<file path="config.mk">
export PLATFORM = sky130hd
export DESIGN_NAME = limit_window
export DESIGN_NICKNAME = d
export VERILOG_FILES = /design/src/shared/soft_limit_pkg.sv /design/src/design/limit_window.sv
export SDC_FILE = /design/constraint.sdc
export NUM_CORES = 1
export LEC_CHECK = 0
export ABC_CLOCK_PERIOD_IN_PS = 3140
export BUFFER_PORTS_ARGS = -buffer_cell sky130_fd_sc_hd__buf_4
export CORE_MARGIN = 3
export CORE_UTILIZATION = 45
export DETAILED_ROUTE_END_ITERATION = 8
export GPL_ROUTABILITY_DRIVEN = 0
export PLACE_DENSITY = 0.91
export RECOVER_POWER = 25
export SLEW_MARGIN = 20
export SYNTH_ARGS = -nofsm -noshare
export SYNTH_HDL_FRONTEND = slang
export SYNTH_SLANG_ARGS = --single-unit
</file>
<file path="constraint.sdc">
create_clock -name vclk -period 3.14
set_input_delay 0.628 -clock vclk [all_inputs]
set_output_delay 0.628 -clock vclk [all_outputs]
set_load 0.005 [all_outputs]
</file>
<file path="src/shared/soft_limit_pkg.sv">
// package: constants and carrier types for the software position limit checker
`default_nettype none
package soft_limit_pkg;
    localparam int POS_W = 32;
    localparam logic SLE_FACTORY = 1'h0;
    localparam logic [7:0] ALARM_CODE_LIMIT = 8'h67;
    localparam logic [POS_W-1:0] POS_ZERO = 32'h0000_0000;
    localparam logic [1:0] ALM_STOP_ONLY = 2'h0;
    localparam logic [1:0] ALM_ALARM = 2'h1;
    localparam logic [1:0] ALM_ALARM_OFF = 2'h2;
    localparam logic OT_HARD = 1'h0;
    localparam logic OT_SOFT = 1'h1;
    localparam int SIG_W = 6;
    localparam int SIG_ALARM = 0;
    localparam int SIG_HOMED = 1;
    localparam int SIG_MOVE = 2;
    localparam int SIG_ACTIVE = 3;
    localparam int SIG_CUROFF = 4;
    localparam int SIG_STOP = 5;

    typedef enum logic [3:0] {
        MV_IDLE = 4'h1,
        MV_HOME = 4'h2,
        MV_INDEX = 4'h4,
        MV_CONT = 4'h8
    } move_state_e;

    // one motion request from the command side
    typedef struct packed {
        logic absMove;
        logic incMove;
        logic contPos;
        logic contNeg;
        logic homeElec;
        logic homePos;
        logic homeNeg;
        logic signed [POS_W-1:0] value;
    } move_req_s;

    // stop order towards the motor driver
    typedef struct packed {
        logic hardStop;
        logic softStop;
        logic currentOff;
    } stop_cmd_s;
endpackage : soft_limit_pkg
`default_nettype wire

</file>
<file path="src/design/limit_window.sv">
// module: range compare of one position against the limit pair
`timescale 1ns/1ns
`default_nettype none
module limit_window (
    // limits
    input wire logic signed [soft_limit_pkg::POS_W-1:0] posLimit,
    input wire logic signed [soft_limit_pkg::POS_W-1:0] negLimit,
    // position under test
    input wire logic signed [soft_limit_pkg::POS_W-1:0] position,
    // results
    output logic aboveLimit,
    output logic belowLimit,
    output logic limitsZero
);
    // compares are purely combinational
    assign aboveLimit = position > posLimit;
    assign belowLimit = position < negLimit;
    assign limitsZero = (posLimit == soft_limit_pkg::POS_ZERO)
                     && (negLimit == soft_limit_pkg::POS_ZERO);
endmodule : limit_window
`default_nettype wire

</file>
Yosys cells after proc, flatten, opt, wreduce, memory -nomap -nowiden --
Cells that the tools add are included.
Word-level totals: memory bits (read-only) 0, logic and storage cells 5, flip-flop bits (word level) 0, RAM bits 0, memories kept 0, latch bits 0, output and inout bits 3
Cells by class: multiply operators 0, divide/modulo/power cells 0, add/sub/neg operators 0, muxes and demuxes 0, reductions and logical operators 3, bitwise gates (word level) 0, eq/ne operators 0, shift-type cells 0, magnitude comparators 2
Operators by type and width (count):
- 32-bit logical NOT | 2
- 32-bit > comparator | 1
- 32-bit less-than comparator | 1
- 1-bit logical AND | 1

Depth between registers and ports, before layout --
Gate-level depths: netlist of the first run.
depth in word-level cells 2, gate-level depth with buffers 8, mapped depth without buffers 8

Worst setup path after synthesis of the first run --
OpenSTA, ideal clock, no wires.
path type input port to output port, start point input negLimit[19] (netlist bit), end point output belowLimit, slack 0.465 ns, data required time 2.512 ns, buffers on the path 0, arrival time 2.047 ns, stages 7, cell sequence inv_1 ha_1 and3_1 a221o_1 a221oi_1 o21ai_0 o31ai_1
On the way: cells in the longest elaborated chain, start to end 1
Ends and longest elaborated chain:
- start, declared | line limit_window.sv:7 | input wire logic signed [soft_limit_pkg::POS_W-1:0] negLimit,
- 32-bit less-than comparator | line limit_window.sv:17 | assign belowLimit = position < negLimit;
- end, declared | line limit_window.sv:12 | output logic belowLimit,
No other way between the ends.

Final worst setup path of the first run --
start point input posLimit[14] (netlist bit), end point output aboveLimit
On the way: cells in the longest elaborated chain, start to end 1
Ends and longest elaborated chain:
- start, declared | line limit_window.sv:6 | input wire logic signed [soft_limit_pkg::POS_W-1:0] posLimit,
- 32-bit > comparator | line limit_window.sv:16 | assign aboveLimit = position > posLimit;
- end, declared | line limit_window.sv:11 | output logic aboveLimit,
No other way between the ends.

==> reports/metrics.csv, run 1 <==
stage,metric,value,unit
logic_synthesis,library cells used by synthesis,27,
drt,DRT Pass-1 Iters,4,
logic_synthesis,register area share after synthesis,0,%
power_and_ir_drop,power per cell area,119.1,nW/um^2
clock_network,setup bufs post-CTS,0,
timing,max-slew violations,0,
timing,hold_ws,1.635,ns
drt,DRT iter0 DRCs,66,
layout,Register Area,0,um^2
layout,CLK BUF,0,
timing,RSZ-0062 raised after global routing,no,
floorplan,die width,67.52,um
grt,"Remaining Overflow, GRT",0,
drt,vias per std cell,5.337,
power_and_ir_drop,Max VDD drop,71.52,uV
setup_path,Required @ worst endpoint,2.51,ns
grt,GRT Total Usage,22.23,%
layout,Seq cells,0,
timing,Max Freq,0.3307,GHz
timing,endpoints failing setup,0,
grt,initial antenna violation count,0,
floorplan,Die ar.,4558,um^2
power_and_ir_drop,LEAKAGE,1.514,nW
grt,first-pass GRT wire length,8.155,mm
logic_synthesis,Syn Nets,400,
timing,Worst Tran Pin Value,0.4475,ns
placement,port bufs,99,
layout,layout cell share with drive strength beyond 1,30.00,%
setup_path,Worst EP arrival,2.40,ns
setup_path,type of the worst setup path,primary input to output port,
timing,setup tns final,0,ns
layout,nets,501,
drt,# DRC,0,
timing,Period minus WS final,3.024,ns
placement,DP HPWL,4.869,mm
logic_synthesis,cells after synthesis,241,
grt,largest net degree at the start of global routing,5,
floorplan,Core Area,3495,um^2
floorplan,site row count,21,
power_and_ir_drop,total power,0.0002997,W
setup_path,startpoint types,primary input,
timing,final hold violations,0,
timing,final worst path period share,96.31,%
logic_synthesis,syn_area_per_cell,7.066,um^2
worst_hold_path,worst hold path class,primary input to output port,
floorplan,Initial Utilization,48.73,%
floorplan,# IOs,99,
floorplan,chip height,67.52,um
timing,Max-slew headroom,69.79,%
run_status,status,finished clean,
drt,Final ANT Viol Nets,0,
layout,Synth-to-Final Area Change,47.83,%
setup_path,nature of the critical path endpoint,output port,
grt,vias in the first global route,1985,
logic_synthesis,synthesized cell area,1703,um^2
drt,Vias,2060,
run,Max-Cap Viols,0,
drt,WL final,5.134,mm
drt,DR WL/cell,13.30,um
setup_path,worst-path fanout max,3,
logic_synthesis,yosys warns,0,
layout,ANT cells,0,
placement,Setup WS pre-CTS,0.04954,ns
timing,final setup margin,0.1157,ns
==> through the flow <==
step,util (%),area [um^2],instances
2_1_floorplan,-,1703,241
3_3_place_gp,71.64,2504,386
3_5_place_dp,71.64,2504,386
4_1_cts,71.64,2504,386
5_1_grt,72.04,2517,386
6_report,72.04,2517,386
==> cell type report <==
| cell class | instances | area [um^2] |
|---|---|---|
| fillers | 299 | 977.2 |
| inverters | 63 | 236.5 |
| repair buffers | 99 | 739.5 |
| well taps | 46 | 57.56 |
| multi-input cells | 178 | 1484 |
==> worst paths after layout <==
| path | cells past startpoint | slack (ns) | start | end |
|---|---|---|---|---|
| hold / removal | 5 | 1.64 | negLimit[0] | limitsZero |
| setup / recovery | 10 | 0.12 | posLimit[14] | aboveLimit |
==> per-layer routing <==
metal | global-route usage (%) | routed length, um | vias up
met5 | 0 | 0 | -
met4 | 4.304 | 100 | 0
met3 | 1.664 | 309 | 10
met2 | 41.19 | 2516 | 62
met1 | 27.76 | 2206 | 911
li1 | - | - | 1077
==> cells by family (layout without fill, tap and decap cells) <==
kind of cell,Yosys count,in the layout,share of synthesized area [%]
buffers and inverters,63,162,13.89
multiplexers,1,1,0.5878
adder cells (fa/ha/maj),63,63,46.29
AND/OR/NAND/NOR,61,61,19.47
AO/OA/AOI/OAI,53,53,19.77
==> worst max-delay path, stage by stage <==
cell and delay [ns]:
buf_4 0.08, inv_1 0.04, ha_1 0.32, a21oi_2 0.14, nand2_1 0.06, a221o_1 0.36
o31ai_2 0.19, o2111ai_1 0.16, mux2i_1 0.25, buf_4 0.15
==> power by group <==
part / switching [W] / internal, W / leakage [nW]
Combinational: 0.000136 / 0.000164 / 1.51
Clock: 0 / 0 / 0
Sequential: 0 / 0 / 0
==> cell usage after synthesis <==
master	n	area (um^2)
nor3_1	1	5.000
o21ai_0	7	35.03
nand3_1	5	25.02
nand2b_1	1	6.260
a221o_1	2	20.02
o21a_1	1	7.510
o211ai_1	1	7.510
ha_1	63	788.3
o31ai_1	2	15.01
and3_1	1	6.260
nor2_1	6	22.52
o2111ai_1	1	8.760
a211oi_1	1	7.510
mux2i_1	1	10.01
a21o_1	11	82.58
a221oi_1	1	8.760
nand2_1	11	41.29
nand4_1	15	93.84
a21boi_1	1	7.510
o311ai_0	1	8.760
a21oi_2	1	8.760
a31oi_1	1	6.260
nor2b_1	1	6.260
a21boi_0	1	7.510
a21oi_1	21	105.1
nor4_1	20	125.1
inv_1	63	236.5
==> cells in the final DEF, fill, tap and decap left out, drive strengths merged <==
master,synthesis,routed
a21boi,2,2
a221oi,1,1
a221o,2,2
mux2i,1,1
buf,0,98
a21o,11,11
nor2b,1,1
o311ai,1,1
o21a,1,1
nand3,5,5
nor2,6,6
o2111ai,1,1
a211oi,1,1
nor4,20,20
clkbuf,0,1
a31oi,1,1
ha,63,63
o31ai,2,2
nand2,11,11
a21oi,22,22
inv,63,63
nor3,1,1
nand2b,1,1
o21ai,7,7
o211ai,1,1
and3,1,1
nand4,15,15
==> what timing repair did <==
action | CTS | global route
hold buffers | 0 | 0
setup endpoints to repair | 0 | 1
gates resized for setup | 0 | 3
(Power assumes the default switching activity.)
==> run 2: changes to the inputs <==
==> constraint.sdc (replaced) <==
create_clock -name vclk -period 3.14
set_input_delay 0.157 -clock vclk [all_inputs]
set_output_delay 0.157 -clock vclk [all_outputs]
set_load 0.005 [all_outputs]
==> run 2 against run 1 <==
  * First-iteration DRC count fell by 15%
  * Non-clock buffer count did not move
  * Fmax rose by 40%
  * Final cell count did not move
  * Via count fell by 1.8%
  * Setup slack improved by 0.87 ns
  * Clock-buffer cell count did not move
  * Final area fell by 0.70%
  * Sequential share of layout area did not move
  * Largest cell class unchanged
==> reports/metrics.csv, run 2 (same netlist as run 1, synthesis figures left out) <==
stage,metric,value,unit,change
layout,CLK BUF,0,,unchanged
layout,ANT cells,0,,unchanged
drt,Final ANT Viol Nets,0,,unchanged
grt,largest net degree at the start of global routing,5,,unchanged
drt,DRT Pass-1 Iters,4,,unchanged
placement,DP HPWL,4.891,mm,was 4.869 mm
timing,Max Freq,0.4644,GHz,was 0.3307 GHz
timing,Period minus WS final,2.153,ns,was 3.024 ns
power_and_ir_drop,Seq pwr share,0,%,about the same
power_and_ir_drop,total power,0.0002990,W,was 0.0002997 W
grt,"Remaining Overflow, GRT",0,,unchanged
drt,# DRC,0,,unchanged
setup_path,"critical path, cell by cell","buf_4, inv_1, ha_1, nand4_1, nor4_1, a21boi_1, o31ai_1, o2111ai_1, mux2i_1, buf_4",,"was buf_4, inv_1, ha_1, a21oi_2, nand2_1, a221o_1, o31ai_2, o2111ai_1, mux2i_1, buf_4"
timing,Max-slew headroom,72.82,%,was 69.79%
layout,Finished Core Util,71.54,%,was 72.04%
floorplan,die width,67.52,um,unchanged
setup_path,type of the worst setup path,primary input to output port,,unchanged
setup_path,startpoint types,primary input,,unchanged
drt,Vias,2023,,was 2060
floorplan,chip height,67.52,um,unchanged
layout,layout cell share with drive strength beyond 1,29.12,%,was 30.00%
setup_path,worst-path fanout max,3,,unchanged
grt,GRT Total Usage,22.33,%,was 22.23%
placement,Post-Place Cell Area,2504,um^2,unchanged
layout,Fillers,288,,was 299
grt,first-pass GRT wire length,8.142,mm,was 8.155 mm
grt,vias in the first global route,1981,,was 1985
grt,initial antenna violation count,0,,unchanged
setup_path,slowest library cell on the worst path,nor4_1,,was a221o_1
power_and_ir_drop,Net Sw Frac,45.27,%,was 45.40%
drt,DRT iter0 DRCs,56,,was 66
worst_hold_path,worst hold path class,primary input to output port,,unchanged
drt,vias per std cell,5.241,,was 5.337
power_and_ir_drop,power per cell area,119.6,nW/um^2,was 119.1 nW/um^2
placement,placed cells,386,,unchanged
floorplan,# IOs,99,,unchanged
floorplan,site row count,21,,unchanged
clock_network,Hold Buf Count CTS,0,,unchanged
power_and_ir_drop,Combinational Power Share,100.0,%,about the same
power_and_ir_drop,Sw Pwr,0.0001354,W,was 0.0001361 W
setup_path,nature of the critical path endpoint,output port,,unchanged
power_and_ir_drop,Max VDD drop,69.63,uV,was 71.52 uV
timing,Worst Tran Pin Value,0.4025,ns,was 0.4475 ns
setup_path,Worst EP arrival,2.00,ns,was 2.40 ns
clock_network,Resize count post-CTS,0,,unchanged
layout,"commonest non-fill, non-tap cell in the layout",buf_4,,unchanged
timing,endpoints failing setup,0,,unchanged
setup_path,largest stage delay on the critical path,0.38,ns,was 0.36 ns
layout,Post-Layout Cell Count,386,,unchanged
setup_path,CP dominant cell by count,buf_4,,unchanged
layout,Seq cells,0,,unchanged
timing,RSZ-0062 raised after global routing,no,,unchanged
clock_network,setup bufs post-CTS,0,,unchanged
power_and_ir_drop,LEAKAGE,1.518,nW,was 1.514 nW
timing,max-slew violations,0,,unchanged
layout,final instance area,2500,um^2,was 2517 um^2
floorplan,Core Area,3495,um^2,unchanged
layout,nets,501,,unchanged
timing,final hold violations,0,,unchanged
drt,WL final,5.190,mm,was 5.134 mm
placement,port bufs,99,,unchanged
timing,final worst path period share,68.57,%,was 96.31%
layout,Register Area,0,um^2,unchanged
layout,most frequent cells in the layout,"98 x buf_4, 63 x inv_1, 63 x ha_1",,unchanged
drt,DR WL/cell,13.45,um,was 13.30 um
timing,setup tns final,0,ns,unchanged
layout,Synth-to-Final Area Change,46.80,%,was 47.83%
run,Max-Cap Viols,0,,unchanged
power_and_ir_drop,Clk network pwr share,0,%,about the same
floorplan,Die ar.,4558,um^2,unchanged
run_status,status,finished clean,,unchanged
setup_path,Required @ worst endpoint,2.98,ns,was 2.51 ns
power_and_ir_drop,cell internal pwr,0.0001637,W,was 0.0001636 W
floorplan,Initial Utilization,48.73,%,unchanged
run 2: critical path: cells and delay by family:
kind | cells | cell delay, ns
AO/OA/AOI/OAI | 3 | 0.44
adder cells (fa/ha/maj) | 1 | 0.32
buffers and inverters | 3 | 0.28
AND/OR/NAND/NOR | 2 | 0.54
multiplexers | 1 | 0.26
run 2: cell type report:
cell class | instances | area, um^2 | area share [%]
well taps | 46 | 57.56 | 2.302
multi-input cells | 178 | 1466 | 58.66
inverters | 63 | 236.5 | 9.459
repair buffers | 99 | 739.5 | 29.58
run 2: final timing paths:
| kind | startpoint | end | slack (ns) | depth (start not counted) |
|---|---|---|---|---|
| max | posLimit[14] | aboveLimit | 0.99 | 10 |
| min | negLimit[0] | limitsZero | 0.68 | 5 |
run 2: power by group through the flow:
stage	clock (W)	sequential (W)	combinational (W)
global route	0	0	0.000338
detailed placement	0	0	0.000297
floorplan	0	0	0.000143
CTS	0	0	0.000299
finish	0	0	0.000299
global placement	0	0	0.000286
run 2: through the flow:
stage | hold slack (ns) | setup slack [ns]
2_1_floorplan | 0.4357 | 1.407
3_3_place_gp | 0.6841 | 1.074
3_5_place_dp | 0.6818 | 1.002
4_1_cts | 0.6826 | 0.9830
5_1_grt | 0.7191 | 0.8469
6_report | 0.6810 | 0.9868
run 2: layer usage:
metal | track usage, % | up-vias | part of all wire, %
met4 | 3.038 | 0 | 1.5
met5 | 0 | - | 0
li1 | - | 1075 | -
met1 | 28.54 | 876 | 44
met2 | 41.68 | 66 | 49
met3 | 0.9983 | 6 | 5.7
